**src/hw/usf_pkg.sv**
```systemverilog
// constants and types of the serial status flag block
// assumes a single core clock and a plain strobe register port
package usf_pkg;
  localparam logic [7:0] ADDR_DATA = 8'h00;
  localparam logic [7:0] ADDR_STATUS = 8'h01;
  localparam logic [7:0] ADDR_CTRL = 8'h02;
  localparam int B_TX_BUFFER_EMPTY_FLAG = 7;
  localparam int B_TC = 6;
  localparam int B_RX_BUFFER_FULL_FLAG = 5;
  localparam int B_IDLE = 4;
  localparam int B_OVR = 3;
  localparam int B_NF = 2;
  localparam int B_FE = 1;
  localparam int B_PF = 0;
  localparam logic [7:0] STATUS_RESET = 8'hc0;
  localparam logic [7:0] CTRL_RESET = 8'h00;
  localparam logic [7:0] CLR_ON_WRITE = 8'hc0;
  localparam logic [7:0] CLR_ON_READ = 8'h3f;
  localparam logic [7:0] CLR_TC = 8'h40;
  localparam logic [7:0] ARM_ALWAYS = 8'h05;
  localparam int C_BRK = 0;
  localparam int C_TXON = 1;
  localparam int C_PKIND = 2;
  localparam int C_PEN = 3;
  localparam int C_ILT = 4;
  localparam int C_NINE = 5;
  localparam int C_LONG_BREAK_DETECT_ENABLE = 6;
  localparam logic [3:0] LAST_TICK = 4'hf;
  localparam logic [3:0] STOP_END = 4'ha;
  localparam logic [3:0] DATA_S_FIRST = 4'h7;
  localparam logic [3:0] DATA_S_LAST = 4'h9;
  localparam logic [3:0] START_S_A = 4'h3;
  localparam logic [3:0] START_S_B = 4'h5;
  localparam logic [3:0] START_S_LAST = 4'hb;
  localparam logic [3:0] CHAR_BITS_8 = 4'ha;
  localparam logic [3:0] CHAR_BITS_9 = 4'hb;
  localparam logic [3:0] DATA_BITS_8 = 4'h8;
  localparam logic [3:0] DATA_BITS_9 = 4'h9;
  localparam logic [2:0] START_MAJ = 3'h4;
  localparam logic [2:0] BIT_MAJ = 3'h2;
  localparam int SAMPLE_DIV_DEFAULT = 4;
  typedef struct packed {
    logic wr;
    logic rd;
    logic [7:0] addr;
    logic [7:0] wdata;
  } usf_req_t;
  typedef enum logic [3:0] {
    RX_IDLE = 4'h1,
    RX_START = 4'h2,
    RX_DATA = 4'h4,
    RX_STOP = 4'h8
  } usf_rx_state_t;
endpackage

```
**src/hw/usf_core.sv**
```systemverilog
// serial transceiver core with its eight status flags
// assumes synchronous rxd and a one-cycle strobe register master
`timescale 1ns/1ps
`default_nettype none
module usf_core #(
  parameter int unsigned SAMPLE_DIV = usf_pkg::SAMPLE_DIV_DEFAULT
) (
  input wire logic core_clk,
  input wire logic rst_b,
  input wire usf_pkg::usf_req_t bus_req,
  output logic [7:0] bus_rdata,
  input wire logic rxd,
  output logic txd
);
  //////////////////////////////////////////////////////////////////////
  // register decode
  logic acc_data_rd, acc_data_wr, acc_stat_rd, acc_stat_wr, acc_ctrl_wr;
  logic acc_ctrl_rd;
  logic [7:0] status, ctrl, arm, rx_data, rd_mux;
  logic [7:0] status_clr, status_set, next_status;
  assign acc_data_rd = bus_req.rd && bus_req.addr == usf_pkg::ADDR_DATA;
  assign acc_data_wr = bus_req.wr && bus_req.addr == usf_pkg::ADDR_DATA;
  assign acc_stat_rd = bus_req.rd && bus_req.addr == usf_pkg::ADDR_STATUS;
  assign acc_stat_wr = bus_req.wr && bus_req.addr == usf_pkg::ADDR_STATUS;
  assign acc_ctrl_wr = bus_req.wr && bus_req.addr == usf_pkg::ADDR_CTRL;
  assign acc_ctrl_rd = bus_req.rd && bus_req.addr == usf_pkg::ADDR_CTRL;
  assign rd_mux = acc_data_rd ? rx_data :
                  acc_stat_rd ? status :
                  acc_ctrl_rd ? ctrl : 8'h00;

  // enable rising or a break request also ends a finished period
  logic tc_alt_clr;
  assign tc_alt_clr = acc_ctrl_wr &&
    ((bus_req.wdata[usf_pkg::C_TXON] && !ctrl[usf_pkg::C_TXON]) ||
     bus_req.wdata[usf_pkg::C_BRK]);

  // clears need an armed flag from an earlier status read
  assign status_clr =
    (acc_data_wr ? (arm & usf_pkg::CLR_ON_WRITE) : 8'h00) |
    (acc_data_rd ? (arm & usf_pkg::CLR_ON_READ) : 8'h00) |
    (tc_alt_clr ? (arm & usf_pkg::CLR_TC) : 8'h00);
  // set wins over clear so no event is lost
  assign next_status = (status & ~status_clr) | status_set;

  // status writes land nowhere
  always_ff @(posedge core_clk or negedge rst_b) begin
    if (!rst_b) begin
      status <= usf_pkg::STATUS_RESET;
      ctrl <= usf_pkg::CTRL_RESET;
      arm <= 8'h00;
      bus_rdata <= 8'h00;
    end else begin
      status <= next_status;
      bus_rdata <= rd_mux;
      if (acc_ctrl_wr) begin
        ctrl <= bus_req.wdata;
      end
      if (acc_stat_rd) begin
        arm <= status | usf_pkg::ARM_ALWAYS;
      end else if (acc_data_rd || acc_data_wr) begin
        arm <= 8'h00;
      end
    end
  end

  //////////////////////////////////////////////////////////////////////
  // sample tick divider
  logic [15:0] div_cnt;
  logic tick;
  always_ff @(posedge core_clk or negedge rst_b) begin
    if (!rst_b) begin
      div_cnt <= 16'h0000;
      tick <= 1'b0;
    end else if (div_cnt == 16'(SAMPLE_DIV - 1)) begin
      div_cnt <= 16'h0000;
      tick <= 1'b1;
    end else begin
      div_cnt <= div_cnt + 16'h0001;
      tick <= 1'b0;
    end
  end

  //////////////////////////////////////////////////////////////////////
  // transmitter
  logic nine, pen, pkind;
  logic [3:0] char_len;
  assign nine = ctrl[usf_pkg::C_NINE];
  assign pen = ctrl[usf_pkg::C_PEN];
  assign pkind = ctrl[usf_pkg::C_PKIND];
  assign char_len = nine ? usf_pkg::CHAR_BITS_9 : usf_pkg::CHAR_BITS_8;

  logic [7:0] tx_buf;
  logic [10:0] tx_sh, tx_frame;
  logic [3:0] tx_left, tx_bcnt;
  logic tx_busy, pre_q, tx_par, tx_free, tx_bit_end, tx_finish;
  logic tx_load_brk, tx_load_pre, tx_load_data, tx_load, tx_done;
  logic tx_buffer_empty_flag_after;
  // even parity xors to zero over data plus parity bit
  assign tx_par = (nine ? ^tx_buf : ^tx_buf[6:0]) ^ pkind;
  assign tx_free = !tx_busy && ctrl[usf_pkg::C_TXON];
  assign tx_load_brk = tx_free && ctrl[usf_pkg::C_BRK];
  assign tx_load_pre = tx_free && !ctrl[usf_pkg::C_BRK] && pre_q;
  assign tx_load_data = tx_free && !ctrl[usf_pkg::C_BRK] && !pre_q &&
                        !status[usf_pkg::B_TX_BUFFER_EMPTY_FLAG];
  assign tx_load = tx_load_brk || tx_load_pre || tx_load_data;
  assign tx_frame = tx_load_brk ? 11'h000 :
                    tx_load_pre ? 11'h7ff :
                    nine ? {1'b1, pen ? tx_par : 1'b0, tx_buf, 1'b0} :
                    {2'b11, pen ? tx_par : tx_buf[7], tx_buf[6:0], 1'b0};
  assign tx_bit_end = tx_busy && tick && tx_bcnt == usf_pkg::LAST_TICK;
  assign tx_finish = tx_bit_end && tx_left == 4'h1;
  assign tx_buffer_empty_flag_after = status[usf_pkg::B_TX_BUFFER_EMPTY_FLAG] &&
                      !status_clr[usf_pkg::B_TX_BUFFER_EMPTY_FLAG];
  // nothing else queued, so the line really goes quiet
  assign tx_done = tx_finish && tx_buffer_empty_flag_after && !ctrl[usf_pkg::C_BRK] &&
                   !pre_q && !tc_alt_clr;

  always_ff @(posedge core_clk or negedge rst_b) begin
    if (!rst_b) begin
      tx_buf <= 8'h00;
      tx_sh <= 11'h7ff;
      tx_left <= 4'h0;
      tx_bcnt <= 4'h0;
      tx_busy <= 1'b0;
      pre_q <= 1'b0;
      txd <= 1'b1;
    end else begin
      if (acc_data_wr) begin
        tx_buf <= bus_req.wdata;
      end
      if (acc_ctrl_wr && bus_req.wdata[usf_pkg::C_TXON] &&
          !ctrl[usf_pkg::C_TXON]) begin
        pre_q <= 1'b1;
      end else if (tx_load_pre) begin
        pre_q <= 1'b0;
      end
      if (tx_load) begin
        tx_sh <= tx_frame;
        tx_left <= char_len;
        tx_bcnt <= 4'h0;
        tx_busy <= 1'b1;
        txd <= tx_frame[0];
      end else if (tx_busy && tick) begin
        tx_bcnt <= tx_bcnt + 4'h1;
        if (tx_bit_end) begin
          tx_sh <= {1'b1, tx_sh[10:1]};
          tx_left <= tx_left - 4'h1;
          txd <= tx_finish ? 1'b1 : tx_sh[1];
          tx_busy <= !tx_finish;
        end
      end
    end
  end

  //////////////////////////////////////////////////////////////////////
  // receiver
  usf_pkg::usf_rx_state_t rx_st;
  logic [3:0] rx_cnt, rx_bits, idle_cnt;
  logic [2:0] rx_ones;
  logic [8:0] rx_sh;
  logic rx_ref, rx_noise, idle_pend;
  logic in_start, in_frame, samp, first_samp, bit_end, bit_val;
  logic rx_deliver, rx_accept, rx_buffer_full_flag_kept, par_bad, frame_bad, idle_set;
  logic long_break_detect_enable, idle_count_after_stop, last_data;
  logic [7:0] rx_byte;
  assign long_break_detect_enable = ctrl[usf_pkg::C_LONG_BREAK_DETECT_ENABLE];
  assign idle_count_after_stop = ctrl[usf_pkg::C_ILT];
  assign in_start = rx_st == usf_pkg::RX_START;
  assign in_frame = rx_st == usf_pkg::RX_DATA || rx_st == usf_pkg::RX_STOP;
  // seven samples in the start bit, three in the others
  assign samp = tick && (in_start ?
    (rx_cnt == usf_pkg::START_S_A || rx_cnt == usf_pkg::START_S_B ||
     (rx_cnt >= usf_pkg::DATA_S_FIRST &&
      rx_cnt <= usf_pkg::START_S_LAST)) :
    (in_frame && rx_cnt >= usf_pkg::DATA_S_FIRST &&
     rx_cnt <= usf_pkg::DATA_S_LAST));
  assign first_samp = in_start ? rx_cnt == usf_pkg::START_S_A :
                                 rx_cnt == usf_pkg::DATA_S_FIRST;
  // stop bit ends early so the next start edge is not missed
  assign bit_end = tick && (rx_st == usf_pkg::RX_STOP ?
    rx_cnt == usf_pkg::STOP_END :
    (in_frame || in_start) && rx_cnt == usf_pkg::LAST_TICK);
  assign bit_val = in_start ? rx_ones >= usf_pkg::START_MAJ :
                              rx_ones >= usf_pkg::BIT_MAJ;
  assign last_data = rx_bits == (nine ? usf_pkg::DATA_BITS_9 :
                                        usf_pkg::DATA_BITS_8) - 4'h1;
  assign rx_deliver = bit_end && rx_st == usf_pkg::RX_STOP;
  assign rx_buffer_full_flag_kept = status[usf_pkg::B_RX_BUFFER_FULL_FLAG] &&
                     !status_clr[usf_pkg::B_RX_BUFFER_FULL_FLAG];
  // long break mode swallows the character; only an overrun can still be flagged
  assign rx_accept = rx_deliver && !rx_buffer_full_flag_kept && !long_break_detect_enable;
  assign frame_bad = !bit_val;
  assign rx_byte = nine ? rx_sh[7:0] : rx_sh[8:1];
  assign par_bad = ((nine ? ^rx_sh : ^rx_sh[8:1]) != pkind);
  assign idle_set = idle_pend && idle_cnt >= char_len;

  assign status_set[usf_pkg::B_TX_BUFFER_EMPTY_FLAG] = tx_load_data;
  assign status_set[usf_pkg::B_TC] = tx_done;
  assign status_set[usf_pkg::B_RX_BUFFER_FULL_FLAG] = rx_accept;
  assign status_set[usf_pkg::B_IDLE] = idle_set;
  assign status_set[usf_pkg::B_OVR] = rx_deliver && rx_buffer_full_flag_kept;
  assign status_set[usf_pkg::B_NF] = rx_accept && rx_noise;
  assign status_set[usf_pkg::B_FE] = rx_accept && frame_bad;
  assign status_set[usf_pkg::B_PF] = rx_accept && pen && par_bad;

  always_ff @(posedge core_clk or negedge rst_b) begin
    if (!rst_b) begin
      rx_st <= usf_pkg::RX_IDLE;
      rx_cnt <= 4'h0;
      rx_bits <= 4'h0;
      rx_ones <= 3'h0;
      rx_ref <= 1'b1;
      rx_noise <= 1'b0;
      rx_sh <= 9'h000;
    end else begin
      if (tick) begin
        rx_cnt <= rx_cnt + 4'h1;
      end
      if (samp && first_samp) begin
        rx_ones <= {2'b00, rxd};
        rx_ref <= rxd;
      end else if (samp) begin
        rx_ones <= rx_ones + {2'b00, rxd};
        if (rxd != rx_ref) begin
          rx_noise <= 1'b1;
        end
      end
      case (rx_st)
        usf_pkg::RX_IDLE: begin
          if (!rxd) begin
            rx_st <= usf_pkg::RX_START;
            rx_cnt <= 4'h0;
            rx_noise <= 1'b0;
          end
        end
        usf_pkg::RX_START: begin
          if (bit_end) begin
            rx_st <= bit_val ? usf_pkg::RX_IDLE : usf_pkg::RX_DATA;
            rx_bits <= 4'h0;
          end
        end
        usf_pkg::RX_DATA: begin
          if (bit_end) begin
            rx_sh <= {bit_val, rx_sh[8:1]};
            rx_bits <= rx_bits + 4'h1;
            if (last_data) begin
              rx_st <= usf_pkg::RX_STOP;
            end
          end
        end
        usf_pkg::RX_STOP: begin
          if (bit_end) begin
            rx_st <= usf_pkg::RX_IDLE;
            rx_cnt <= 4'h0;
          end
        end
        default: begin
          rx_st <= usf_pkg::RX_IDLE;
        end
      endcase
    end
  end

  // idle bit counter; saturates so a long quiet line cannot wrap
  always_ff @(posedge core_clk or negedge rst_b) begin
    if (!rst_b) begin
      idle_cnt <= 4'h0;
      idle_pend <= 1'b0;
      rx_data <= 8'h00;
    end else begin
      if (rx_accept) begin
        rx_data <= rx_byte;
      end
      if (rx_accept) begin
        idle_pend <= 1'b1;
      end else if (idle_set) begin
        idle_pend <= 1'b0;
      end
      if (rx_st == usf_pkg::RX_IDLE && !rxd) begin
        idle_cnt <= 4'h0;
      end else if (in_frame && bit_end) begin
        idle_cnt <= (!idle_count_after_stop && bit_val) ? idle_cnt + 4'h1 : 4'h0;
      end else if (rx_st == usf_pkg::RX_IDLE && tick &&
                   rx_cnt == usf_pkg::LAST_TICK && idle_cnt != 4'hf) begin
        idle_cnt <= idle_cnt + 4'h1;
      end
    end
  end
endmodule
`default_nettype wire

```
**config.mk**
```make
export PLATFORM = sky130hd
export DESIGN_NAME = usf_core
export DESIGN_NICKNAME = d
export VERILOG_FILES = /design/src/hw/usf_pkg.sv /design/src/hw/usf_core.sv
export SDC_FILE = /design/constraint.sdc
export NUM_CORES = 1
export LEC_CHECK = 0
export BUFFER_PORTS_ARGS = -buffer_cell sky130_fd_sc_hd__buf_2
export CORE_ASPECT_RATIO = 0.7
export CORE_MARGIN = 2
export CORE_UTILIZATION = 31
export DETAILED_ROUTE_END_ITERATION = 6
export GPL_TIMING_DRIVEN = 0
export PLACE_DENSITY = 0.53
export SLEW_MARGIN = 25
export SYNTH_ARGS = -nofsm -noshare
export SYNTH_HDL_FRONTEND = slang
export SYNTH_SLANG_ARGS = --single-unit
```
**constraint.sdc**
```tcl
create_clock -name core_clk -period 2.14 [get_ports core_clk]
set_clock_uncertainty 0.1 [all_clocks]
set_input_delay 0.428 -clock core_clk [delete_from_list [all_inputs] [get_ports core_clk]]
set_output_delay 0.428 -clock core_clk [all_outputs]
set_load 0.1 [all_outputs]
```
Word-level counts from Yosys, hierarchy flattened
Index checks and enable logic that the tools add are counted.

Word-level logic and storage cells: 219. Output and inout bits: 9. Flip-flop bits (word level): 118. Input port bits: 21.

Bitwise gates (word level): 6. Magnitude comparators: 6. Multiplexer cells: 68. Add/subtract/negate cells: 8. Reductions and logical operators: 85. Equal/unequal tests: 23.

Operator list (count): 2-to-1 mux 4 bit (19); 2-to-1 mux 8 bit (7); logical AND 1 bit (46); 2-to-1 mux 11 bit (4); 2-to-1 mux 1 bit (27); 2-to-1 mux 10 bit (2); adder 16 x 1 -> 16 bit (second input constant) (1); adder 4 x 1 -> 4 bit (second input constant) (4); == test 16 x 2 -> 1 bit (second input constant) (1); == test 4 bit (second input constant) (4); 2-to-1 mux 16 bit (1); one-hot mux 4 bit (2 select lines) (2); one-hot mux 4 bit (4 select lines) (1); XOR reduction 8 bit (2); zero test 1 bit (14); nonzero test 2 bit (7); == test 4 x 3 -> 1 bit (second input constant) (3); 2-to-1 mux 3 bit (3); XOR reduction 9 bit (1); AND 8 bit (1); == test 4 x 1 -> 1 bit (second input constant) (2); == test 4 x 2 -> 1 bit (second input constant) (2); == test 8 x 1 -> 1 bit (second input constant) (1); == test 8 x 2 -> 1 bit (second input constant) (1); 26 further kinds (40).

Logic depth before layout (Yosys ltp)
Gate-level depths: netlist of the first run.

Depth in word-level cells: 14. Depth in mapped cells: 9. Depth with buffers taken out: 7.

Worst setup path before layout of the first run
Ideal clock, no wire load.

Path kind: in2reg. Start point: input bus_req[11] (netlist bit). End point: register status[2]. Buffers on the path: 0. Slack: -0.124 ns. Cell stages on the path: 5. Arrival: 2.043 ns. Data required time: 1.919 ns. Library setup time: 0.121 ns. Path through: or4_4 -> or4b_4 -> nor3_2 -> nand2_1 -> a22o_1.

Cells in the longest elaborated chain, start to end: 12. Elaborated cells between the ends (all ways): 14. Those cells by class: mux: 1; bitwise: 5; reduce/logical: 8.

Ends and longest elaborated chain: start: declaration (RTL line usf_core.sv:10) `input wire usf_pkg::usf_req_t bus_req,`; zero test 8 bit (*) (RTL line usf_core.sv:21) `assign acc_data_rd = bus_req.rd && bus_req.addr == usf_pkg::ADDR_DATA;`; logical AND 1 bit (*) (RTL line usf_core.sv:21); 2-to-1 mux 6 bit (*) (RTL line usf_core.sv:40) `(acc_data_rd ? (arm & usf_pkg::CLR_ON_READ) : 8'h00) |`; OR 8 x 6 -> 8 bit (*) (RTL line usf_core.sv:39) `(acc_data_wr ? (arm & usf_pkg::CLR_ON_WRITE) : 8'h00) |`; OR 8 x 7 -> 8 bit (*) (RTL line usf_core.sv:40); zero test 1 bit (RTL line usf_core.sv:189) `!status_clr[usf_pkg::B_RX_BUFFER_FULL_FLAG];`; logical AND 1 bit (RTL line usf_core.sv:188) `assign rx_buffer_full_flag_kept = status[usf_pkg::B_RX_BUFFER_FULL_FLAG] &&`; zero test 1 bit (RTL line usf_core.sv:191) `assign rx_accept = rx_deliver && !rx_buffer_full_flag_kept && !long_break_detect_enable;`; logical AND 1 bit (2 in series) (RTL line usf_core.sv:191); logical AND 1 bit (RTL line usf_core.sv:202) `assign status_set[usf_pkg::B_NF] = rx_accept && rx_noise;`; OR 8 bit (*) (RTL line usf_core.sv:43) `assign next_status = (status & ~status_clr) | status_set;`; via next_status[2] (RTL line usf_core.sv:20) `logic [7:0] status_clr, status_set, next_status;`; end signal: assignment (RTL line usf_core.sv:48) `status <= usf_pkg::STATUS_RESET;`; end signal: assignment (RTL line usf_core.sv:53) `status <= next_status;`; end: declaration (RTL line usf_core.sv:19) `logic [7:0] status, ctrl, arm, rx_data, rd_mux;`.

Mark *: on every way through the listed nets, which the timed path passes. The rest lies on a longest branch. A chain may end at the register's enable or synchronous reset.

Worst setup path in the final report of the first run
Start point: register rx_st[2]. End point: register rx_ref.

Cells in the longest elaborated chain, start to end: 7. Elaborated cells between the ends (all ways): 10. Those cells by class: eq/ne: 3; mux: 2; reduce/logical: 5.

Ends and longest elaborated chain: start: declaration (RTL line usf_core.sv:157) `usf_pkg::usf_rx_state_t rx_st;`; start signal: assignment (RTL line usf_core.sv:208) `rx_st <= usf_pkg::RX_IDLE;`; start signal: assignment (RTL line usf_core.sv:231) `rx_st <= usf_pkg::RX_START;`; start signal: assignment (RTL line usf_core.sv:238) `rx_st <= bit_val ? usf_pkg::RX_IDLE : usf_pkg::RX_DATA;`; == test 4 x 3 -> 1 bit or == test 4 bit (tied branches) (RTL line usf_core.sv:169) `assign in_frame = rx_st == usf_pkg::RX_DATA || rx_st == usf_pkg::RX_STOP;`; logical OR 1 bit (RTL line usf_core.sv:169); logical AND 1 bit (2 in series) (RTL line usf_core.sv:175) `(in_frame && rx_cnt >= usf_pkg::DATA_S_FIRST &&`; 2-to-1 mux 1 bit (RTL line usf_core.sv:171) `assign samp = tick && (in_start ?`; logical AND 1 bit (RTL line usf_core.sv:171); logical AND 1 bit (*) (RTL line usf_core.sv:219) `if (samp && first_samp) begin`; end signal: assignment (RTL line usf_core.sv:221) `rx_ref <= rxd;`; end: declaration (RTL line usf_core.sv:161) `logic rx_ref, rx_noise, idle_pend;`.

Mark *: on every way between the ends. The rest lies on a longest branch, timed or not.

==> results of run 1 <==
[worst max-delay path: stages (launching register included)]
cell and delay [ns]:
dfrtp_1 0.37, buf_6 0.14, nor4b_4 0.32, xnor2_2 0.10, or3b_4 0.42, or3_4 0.34, mux2_4 0.30
[through the flow]
stage,worst slack [ns],TNS [ns],power [µW],area [µm²],hold WS [ns]
final,-0.02927,-0.02927,6048,7238,0.1605
after global routing,-0.1003,-0.3671,6315,7238,0.1452
after CTS,-0.03133,-0.03346,6107,7033,0.1453
after detailed placement,-0.8348,-24.10,3122,6251,0.3149
after global placement,-0.8756,-113.16,3093,6217,0.3510
after floorplan,-0.08362,-1.507,2912,5782,0.03241
[sequential cells by signal (all words and copies together), names as in the netlist, 8 cells and up]
| signal | flops |
|---|---|
| div_cnt | 16 |
| tx_sh | 10 |
| rx_sh | 9 |
| bus_rdata | 8 |
| ctrl | 8 |
| rx_data | 8 |
| status | 8 |
| tx_buf | 8 |
[how the worst min path moves through the flow]
stage                 endpoint  cells after the start        from
global route         tx_buf[6]                      2  bus_req[6]
floorplan               arm[1]                      0       rst_b
global placement    div_cnt[0]                      1  div_cnt[0]
CTS                  tx_buf[6]                      2  bus_req[6]
finish               tx_buf[6]                      2  bus_req[6]
detailed placement      arm[5]                      1       rst_b
[repair_timing]
item                                    4_1_cts  5_1_grt
gates cloned                                  0        1
pin swaps                                     7       11
hold buffers                                  1        0
endpoints found under the setup margin       57       49
gates resized for setup                      33       29
endpoints found under the hold margin        43        0
buffers inserted                              4       17
[cells in the mapped netlist, types with 4 or more instances]
library cell and n:
or3_1 11, a2bb2oi_1 8, mux2i_1 18, clkbuf_1 9, inv_1 13, a22o_1 9, o21ai_1 4, a21o_1 4
xor2_1 11, nor2b_1 5, and3_1 4, ha_1 13, dfstp_2 15, nor2_1 34, a21oi_1 12, xnor2_1 30
dfrtp_1 101, a32o_1 8, nor3b_1 4, o21ai_0 35, nor3_1 4, mux2_2 25, nand3_1 15, nand2_1 52
nor4_1 6, nand2b_1 7, buf_2 6
[cell type report]
type | instances | area (µm²)
Buffer | 13 | 93.84
Clock inverter | 9 | 128.9
Sequential cell | 116 | 2925
Clock buffer | 23 | 478.0
Timing Repair Buffer | 52 | 352.8
Tap cell | 236 | 295.3
Fill cell | 1729 | 10870
Multi-Input combinational cell | 378 | 2915
Inverter | 13 | 48.80
[power breakdown]
group / total (µW) / switching, µW / internal [µW]
Sequential: 2560 / 165 / 2400
Combinational: 553 / 330 / 223
Clock: 2930 / 1010 / 1920
[metal layers]
layer / track usage (%) / up-vias / routed length, µm
met4: 6.250 / 0 / 166
li1: - / 2030 / -
met2: 19.83 / 74 / 5925
met5: 0 / - / 0
met3: 3.934 / 17 / 538
met1: 20.30 / 2096 / 7004
[cells by family after synthesis]
| group | after synthesis | synth area share (%) |
|---|---|---|
| AND/OR/NAND/NOR | 170 | 16.13 |
| flip-flops | 116 | 50.68 |
| AO/OA/AOI/OAI | 109 | 13.07 |
| multiplexers | 44 | 8.205 |
| XOR/XNOR | 42 | 6.620 |
| buffers and inverters | 32 | 2.474 |
| adder cells (fa/ha/maj) | 13 | 2.822 |
==> results.cfg, run 1 <==
[timing]
setup_violations = 1
relSlewSlack_pct = 55.55
setup_slack_ns = -0.02927
hold_viol = 0
layout_min_cycle_time_ns = 2.169
period_share_pct = 101.4
rsz0062_at_grt = yes
tightestPinTransition_ns = 0.6639
slew_viol_final = 0
max_freq_mhz = 461.0

[clocking]
cts_buffers = 17
cts_sinks = 116
cts_tree = yes
clk_pin_slew_ns = 0.06
cts_buffer_depth = 2
htreeDepth = 4
root_buffer = clkbuf_16
insertion_delay_ns = 0.42

[worst_setup_path]
critPathRequiredTime_ns = 2.38
rrSetupSlack_ns = -0.03
endpoint = rx_ref
crit_start = rx_st[2]
critPathMaxFanout = 8
critical_path_arrival_ns = 2.41
endpoint_kind = register
reg2regPathDepth = 6
critPathLaunchType = register
worstSetupPathType = register to register
timing.rr.start = rx_st[2]
r2r_end = rx_ref

[detailed_routing]
num_vias = 4217
wl_um = 13630
via_per_inst = 5.020
drcViolationCount = 0
wl_per_cell_um = 16.23
final_antenna_net_count = 0
drt-pass1-iter-count = 4
dr.first_iter.drc_count = 187

[global_route]
grt_max_degree = 67
overflow = 0
grt_usage_pct = 14.17
grt_pass1_wl_um = 22080
grt_antenna_before_repair = 0
grt_pass1_vias = 4189

[floorplanning]
design.core.area_um2 = 18110
rows = 41
die_area_um2 = 19720
die_x_um = 167.0
die_h_um = 118.1
ios = 30
start_util_pct = 31.83

[synth]
synth_cells = 526
synth_edf_count = 0
syn_nets = 560
synth_top_cell_area_share_pct = 43.85
synth_ff_type = dfrtp_1
syn-cell-area_um2 = 5764
ys_types = 69
synth_seq_area_share_pct = 50.68
synth_seq_cells = 116
postSynth.asyncResetShare_pct = 100.0
synth_area_leader_cell = dfrtp_1
yosysWarningCount = 0
synth_area_leaders = dfrtp_1, dfstp_2, mux2_2, xnor2_1, nand2_1
syn_area_per_cell_um2 = 10.96

[power]
power.density_nw_per_um2 = 835.6
vdd_drop_max_v = 0.0005322
p_leak_uw = 0.003204

[finish]
area_delta_synth_final_pct = 25.57
layout-drive-gt1-share_pct = 28.81
fin_cells = 840
fin_nets = 625
n_antenna_cell = 0
final_common_cell = dfrtp_1
final_cell_mix = dfrtp_1, nand2_1, nor2_1, xnor2_1, buf_2
final_util_pct = 39.97

[status]
violations = setup timing
status = finished, violations left

[worst_hold_path]
hp-class = input port to register

[placement]
gp_congestion = 0.7688
port_buffers = 28
hpwl_um = 9136
dp.cells = 791

[run]
drv_cap = 0
Power figures use the tool's default switching activity.
==> run 2: changes to the inputs <==
--- a/config.mk
+++ b/config.mk
@@ -12,6 +12,7 @@
 export DETAILED_ROUTE_END_ITERATION = 6
 export GPL_TIMING_DRIVEN = 0
 export PLACE_DENSITY = 0.53
+export SETUP_SLACK_MARGIN = 0.1
 export SLEW_MARGIN = 25
 export SYNTH_ARGS = -nofsm -noshare
 export SYNTH_HDL_FRONTEND = slang
==> results.cfg, run 2 (synthesis gave the netlist of run 1 again) <==
[worst_hold_path]
hold_end = tx_buf[6]
hold_depth = 2
hold_path.startpoint = bus_req[6]
hp-class = input port to register

[clocking]
cts_buffers = 17
cts_buffer_depth = 2
cts_tree = yes
clk_pin_slew_ns = 0.05
cts_sinks = 116
root_buffer = clkbuf_16
htreeDepth = 4
insertion_delay_ns = 0.41

[finish]
final_cell_mix = dfrtp_1, nand2_1, nor2_1, buf_4, xnor2_1
n_antenna_cell = 0
final_common_cell = dfrtp_1
top_register = div_cnt
area_delta_synth_final_pct = 34.95
largest_register_ffs = 16
fin_nets = 645
fin_area_um2 = 7779
largestRegisters = div_cnt: 16 flops, tx_sh: 10 flops, rx_sh: 9 flops
layout-drive-gt1-share_pct = 37.66
final_util_pct = 42.96

[placement]
hpwl_um = 9273
dpl_worst_slack_ns = -0.7155
gp_congestion = 0.7705
port_buffers = 28
place_area_um2 = 6306

[global_route]
grt_pass1_wl_um = 23600
grt_pass1_vias = 4458
grt_use_met1_pct = 21.91
busiest_layer = met2
grt_use_met3_pct = 2.959
grt_usage_pct = 14.94
overflow = 0
grt_util_met2_pct = 22.12
grt_antenna_before_repair = 0
grt_max_degree = 75

[worst_setup_path]
worstSetupPathType = register to register
critPathMaxFanout = 5
r2r_end = rx_ref
worstPathCellList = buf_6 -> nor4b_4 -> xnor2_2 -> or3b_4 -> or3_4 -> mux2_4
rrSetupSlack_ns = -0.04
crit_slowest_cell = or3b_4
timing.rr.start = rx_st[3]
endpoint_kind = register
critical_path_arrival_ns = 2.42
critPathLaunchType = register
critPathRequiredTime_ns = 2.37
reg2regPathDepth = 6
slowest_delay_ns = 0.41

[timing]
rsz0062_at_grt = yes
max_freq_mhz = 457.8
relSlewSlack_pct = 60.57
hold_slack_ns = 0.1686
slew_viol_final = 0
layout_min_cycle_time_ns = 2.185
hold_viol = 0
setup_violations = 1
setup_slack_ns = -0.04451
period_share_pct = 102.1
tightestPinTransition_ns = 0.5874

[power]
power.density_nw_per_um2 = 804.3
finalPower_uw = 6256
vdd_drop_max_v = 0.0004850
p_leak_uw = 0.003484

[floorplanning]
design.core.area_um2 = 18110
rows = 41
die_x_um = 167.0
ios = 30
die_area_um2 = 19720
die_h_um = 118.1
start_util_pct = 31.83

[status]
violations = setup timing
status = finished, violations left

[detailed_routing]
drt-pass1-iter-count = 4
via_per_inst = 5.063
drcViolationCount = 0
num_vias = 4354
final_antenna_net_count = 0
dr.first_iter.drc_count = 224
wl_um = 14370
wl_per_cell_um = 16.71

[run]
drv_cap = 0
## run 2: worst max-delay path: cells and delay by family (launching register included)
kind,cells,cell delay (ns)
simple gates,3,1.09
flops,1,0.37
mux,1,0.30
buf+inv,1,0.13
xor+xnor,1,0.12
## run 2: per-layer routing
metal  up-vias  share of wire [%]
met5         -                  0
met4         0                1.1
met3        17                4.3
met2        92                 44
met1      2174                 51
li1       2071                  -
## run 2: what timing repair did
item	4_1_cts	5_1_grt
pin swaps	30	29
endpoints found under the setup margin	73	61
hold endpoints to repair	60	0
gates resized for setup	80	50
cloned	2	1
buffers inserted	22	14
hold buffers	1	0
## run 2: metrics by stage
stage | instances | TNS [ns]
2_1_floorplan | 526 | -1.506
3_3_place_gp | 790 | -111.21
3_5_place_dp | 792 | -18.73
4_1_cts | 846 | -0.003585
5_1_grt | 860 | -0.5899
6_report | 860 | -0.04451
## run 2: final cells by class
class	instances	area [µm²]
multi-input combinational	378	3171
clock inverter	10	177.7
sequential	116	2924
buffer	16	125.1
inverter	13	51.30
fill	1662	10330
clock buffer	22	464.2
timing repair buffer	69	570.5
tap	236	295.3
## run 2: worst max path at each step
stage	start	endpoint	slack, ns	cells past startpoint
floorplan	bus_req[11]	rx_data[0]	-0.08	7
global placement	rst_b	div_cnt[3]	-0.89	1
detailed placement	tick	status[6]	-0.72	7
CTS	rx_st[3]	rx_ref	-0.004	6
global route	rx_st[3]	rx_ref	-0.1	6
finish	rx_st[3]	rx_ref	-0.04	6
## run 2: where the power goes
part           switching [µW]  leakage [µW]  internal [µW]  total (µW)
Combinational             335       0.00171            239         574
Clock                     989      0.000314           2120        3110
Sequential                177       0.00146           2400        2570
Total                    1500       0.00348           4750        6260
==> run 3: changes to the inputs <==
--- a/config.mk
+++ b/config.mk
@@ -6,13 +6,16 @@
 export NUM_CORES = 1
 export LEC_CHECK = 0
 export BUFFER_PORTS_ARGS = -buffer_cell sky130_fd_sc_hd__buf_2
+export CELL_PAD_IN_SITES_DETAIL_PLACEMENT = 1
+export CELL_PAD_IN_SITES_GLOBAL_PLACEMENT = 1
 export CORE_ASPECT_RATIO = 0.7
 export CORE_MARGIN = 2
 export CORE_UTILIZATION = 31
 export DETAILED_ROUTE_END_ITERATION = 6
 export GPL_TIMING_DRIVEN = 0
-export PLACE_DENSITY = 0.53
+export PLACE_DENSITY = 0.61
 export SETUP_SLACK_MARGIN = 0.1
+export SKIP_CTS_REPAIR_TIMING = 1
 export SLEW_MARGIN = 25
 export SYNTH_ARGS = -nofsm -noshare
 export SYNTH_HDL_FRONTEND = slang
==> results.cfg, run 3 (synthesis gave the netlist of run 1 again) <==
[timing]
layout_min_cycle_time_ns = 2.251
relSlewSlack_pct = 56.63
setup_violations = 18
rsz0062_at_grt = yes
max_freq_mhz = 444.2
hold_slack_ns = 0.1936
setup_slack_ns = -0.1112
slew_viol_final = 0
tightestPinTransition_ns = 0.6506
hold_viol = 0
period_share_pct = 105.2

[clocking]
cts_buffer_depth = 2
cts_buffers = 17
insertion_delay_ns = 0.41
root_buffer = clkbuf_16
cts_sinks = 116
cts_tree = yes
clk_pin_slew_ns = 0.06
htreeDepth = 4

[global_route]
grt_max_degree = 76
grt_use_met1_pct = 22.45
grt_pass1_vias = 4407
grt_util_met2_pct = 22.94
busiest_layer = met2
grt_use_met3_pct = 4.001
grt_usage_pct = 15.44
grt_antenna_before_repair = 0
grt_pass1_wl_um = 24120
overflow = 0

[finish]
largestRegisters = div_cnt: 16 flops, tx_sh: 10 flops, rx_sh: 9 flops
n_antenna_cell = 0
fillers = 1963
area_delta_synth_final_pct = 32.73
fin_area_um2 = 7651
layout-drive-gt1-share_pct = 35.99
final_common_cell = dfrtp_1
final_util_pct = 42.25
top_register = div_cnt
fin_nets = 635
largest_register_ffs = 16
final_cell_mix = dfrtp_1, nand2_1, nor2_1, buf_2, xnor2_1

[worst_hold_path]
hp-class = input port to register
hold_path.startpoint = bus_req[0]

[worst_setup_path]
crit_start = rx_st[2]
critical_path_arrival_ns = 2.43
endpoint_kind = register
critPathMaxFanout = 6
timing.rr.start = rx_st[2]
worstSetupPathType = register to register
critPathLaunchType = register
critPathRequiredTime_ns = 2.32

[placement]
place_area_um2 = 6287
dpl_worst_slack_ns = -0.7812
gp_congestion = 0.7866
hpwl_um = 10240
port_buffers = 28

[detailed_routing]
drcViolationCount = 0
wl_per_cell_um = 17.97
wl_um = 15280
num_vias = 4365
dr.first_iter.drc_count = 192
drt-pass1-iter-count = 4
via_per_inst = 5.135
final_antenna_net_count = 0

[power]
p_leak_uw = 0.003368
finalPower_uw = 6224
power.density_nw_per_um2 = 813.5
vdd_drop_max_v = 0.0003926

[floorplanning]
die_area_um2 = 19720
start_util_pct = 31.83
die_h_um = 118.1
die_x_um = 167.0
rows = 41
ios = 30
design.core.area_um2 = 18110

[status]
violations = setup timing
status = finished, violations left

[run]
drv_cap = 0
## run 3: cell count changes in the layout (fill, tap and decap cells not counted), moves of 3 or more
cell        change
buf_6           -4
clkbuf_1        -3
nand2_1         +3
mux2_2          -5
nand2_2         -4
mux2_4          +5
clkinvlp_4      +3
buf_4          -11
## run 3: report_power, final
group	switching (µW)	internal, µW
clock network	1040	2010
logic	356	234
registers	180	2400
## run 3: path summary, 6_finish.rpt
kind                         endpoint  slack [ns]  cells after the start
max reg2reg                rx_data[7]       -0.11                      8
max in group asynchronous    tx_sh[6]        0.81                      3
min reg2reg                div_cnt[0]        0.35                      1
min                           ctrl[0]        0.19                      2
min in group asynchronous    rx_noise        0.39                      2
max                        rx_data[7]       -0.11                      8
## run 3: layout make-up
type	count	area (µm²)	area share (%)
Tap cell	236	295.3	3.859
Sequential cell	116	2927	38.25
Clock inverter	12	177.7	2.322
Timing Repair Buffer	59	488.0	6.378
Clock buffer	20	456.7	5.969
Buffer	16	126.4	1.652
Multi-Input combinational cell	378	3132	40.93
Inverter	13	48.80	0.6378
## run 3: metal layers
layer	part of all wire (%)	vias to the layer above
met5	0	-
met4	0.48	0
met3	2.7	5
met2	46	52
met1	50	2250
li1	-	2058
## run 3: worst max-delay path, stage by stage, from the launching register on
cell,delay (ns)
dfrtp_1,0.40
buf_6,0.15
nor4b_4,0.41
nand3_2,0.21
or3b_4,0.45
buf_6,0.15
clkbuf_16,0.16
nand2_2,0.05
o21ai_1,0.05
## run 3: through the flow
stage / std cells / TNS, ns
floorplan: 526 / -1.506
global placement: 790 / -116.65
detailed placement: 791 / -20.91
CTS: 823 / -9.418
global route: 850 / -2.215
finish: 850 / -1.069
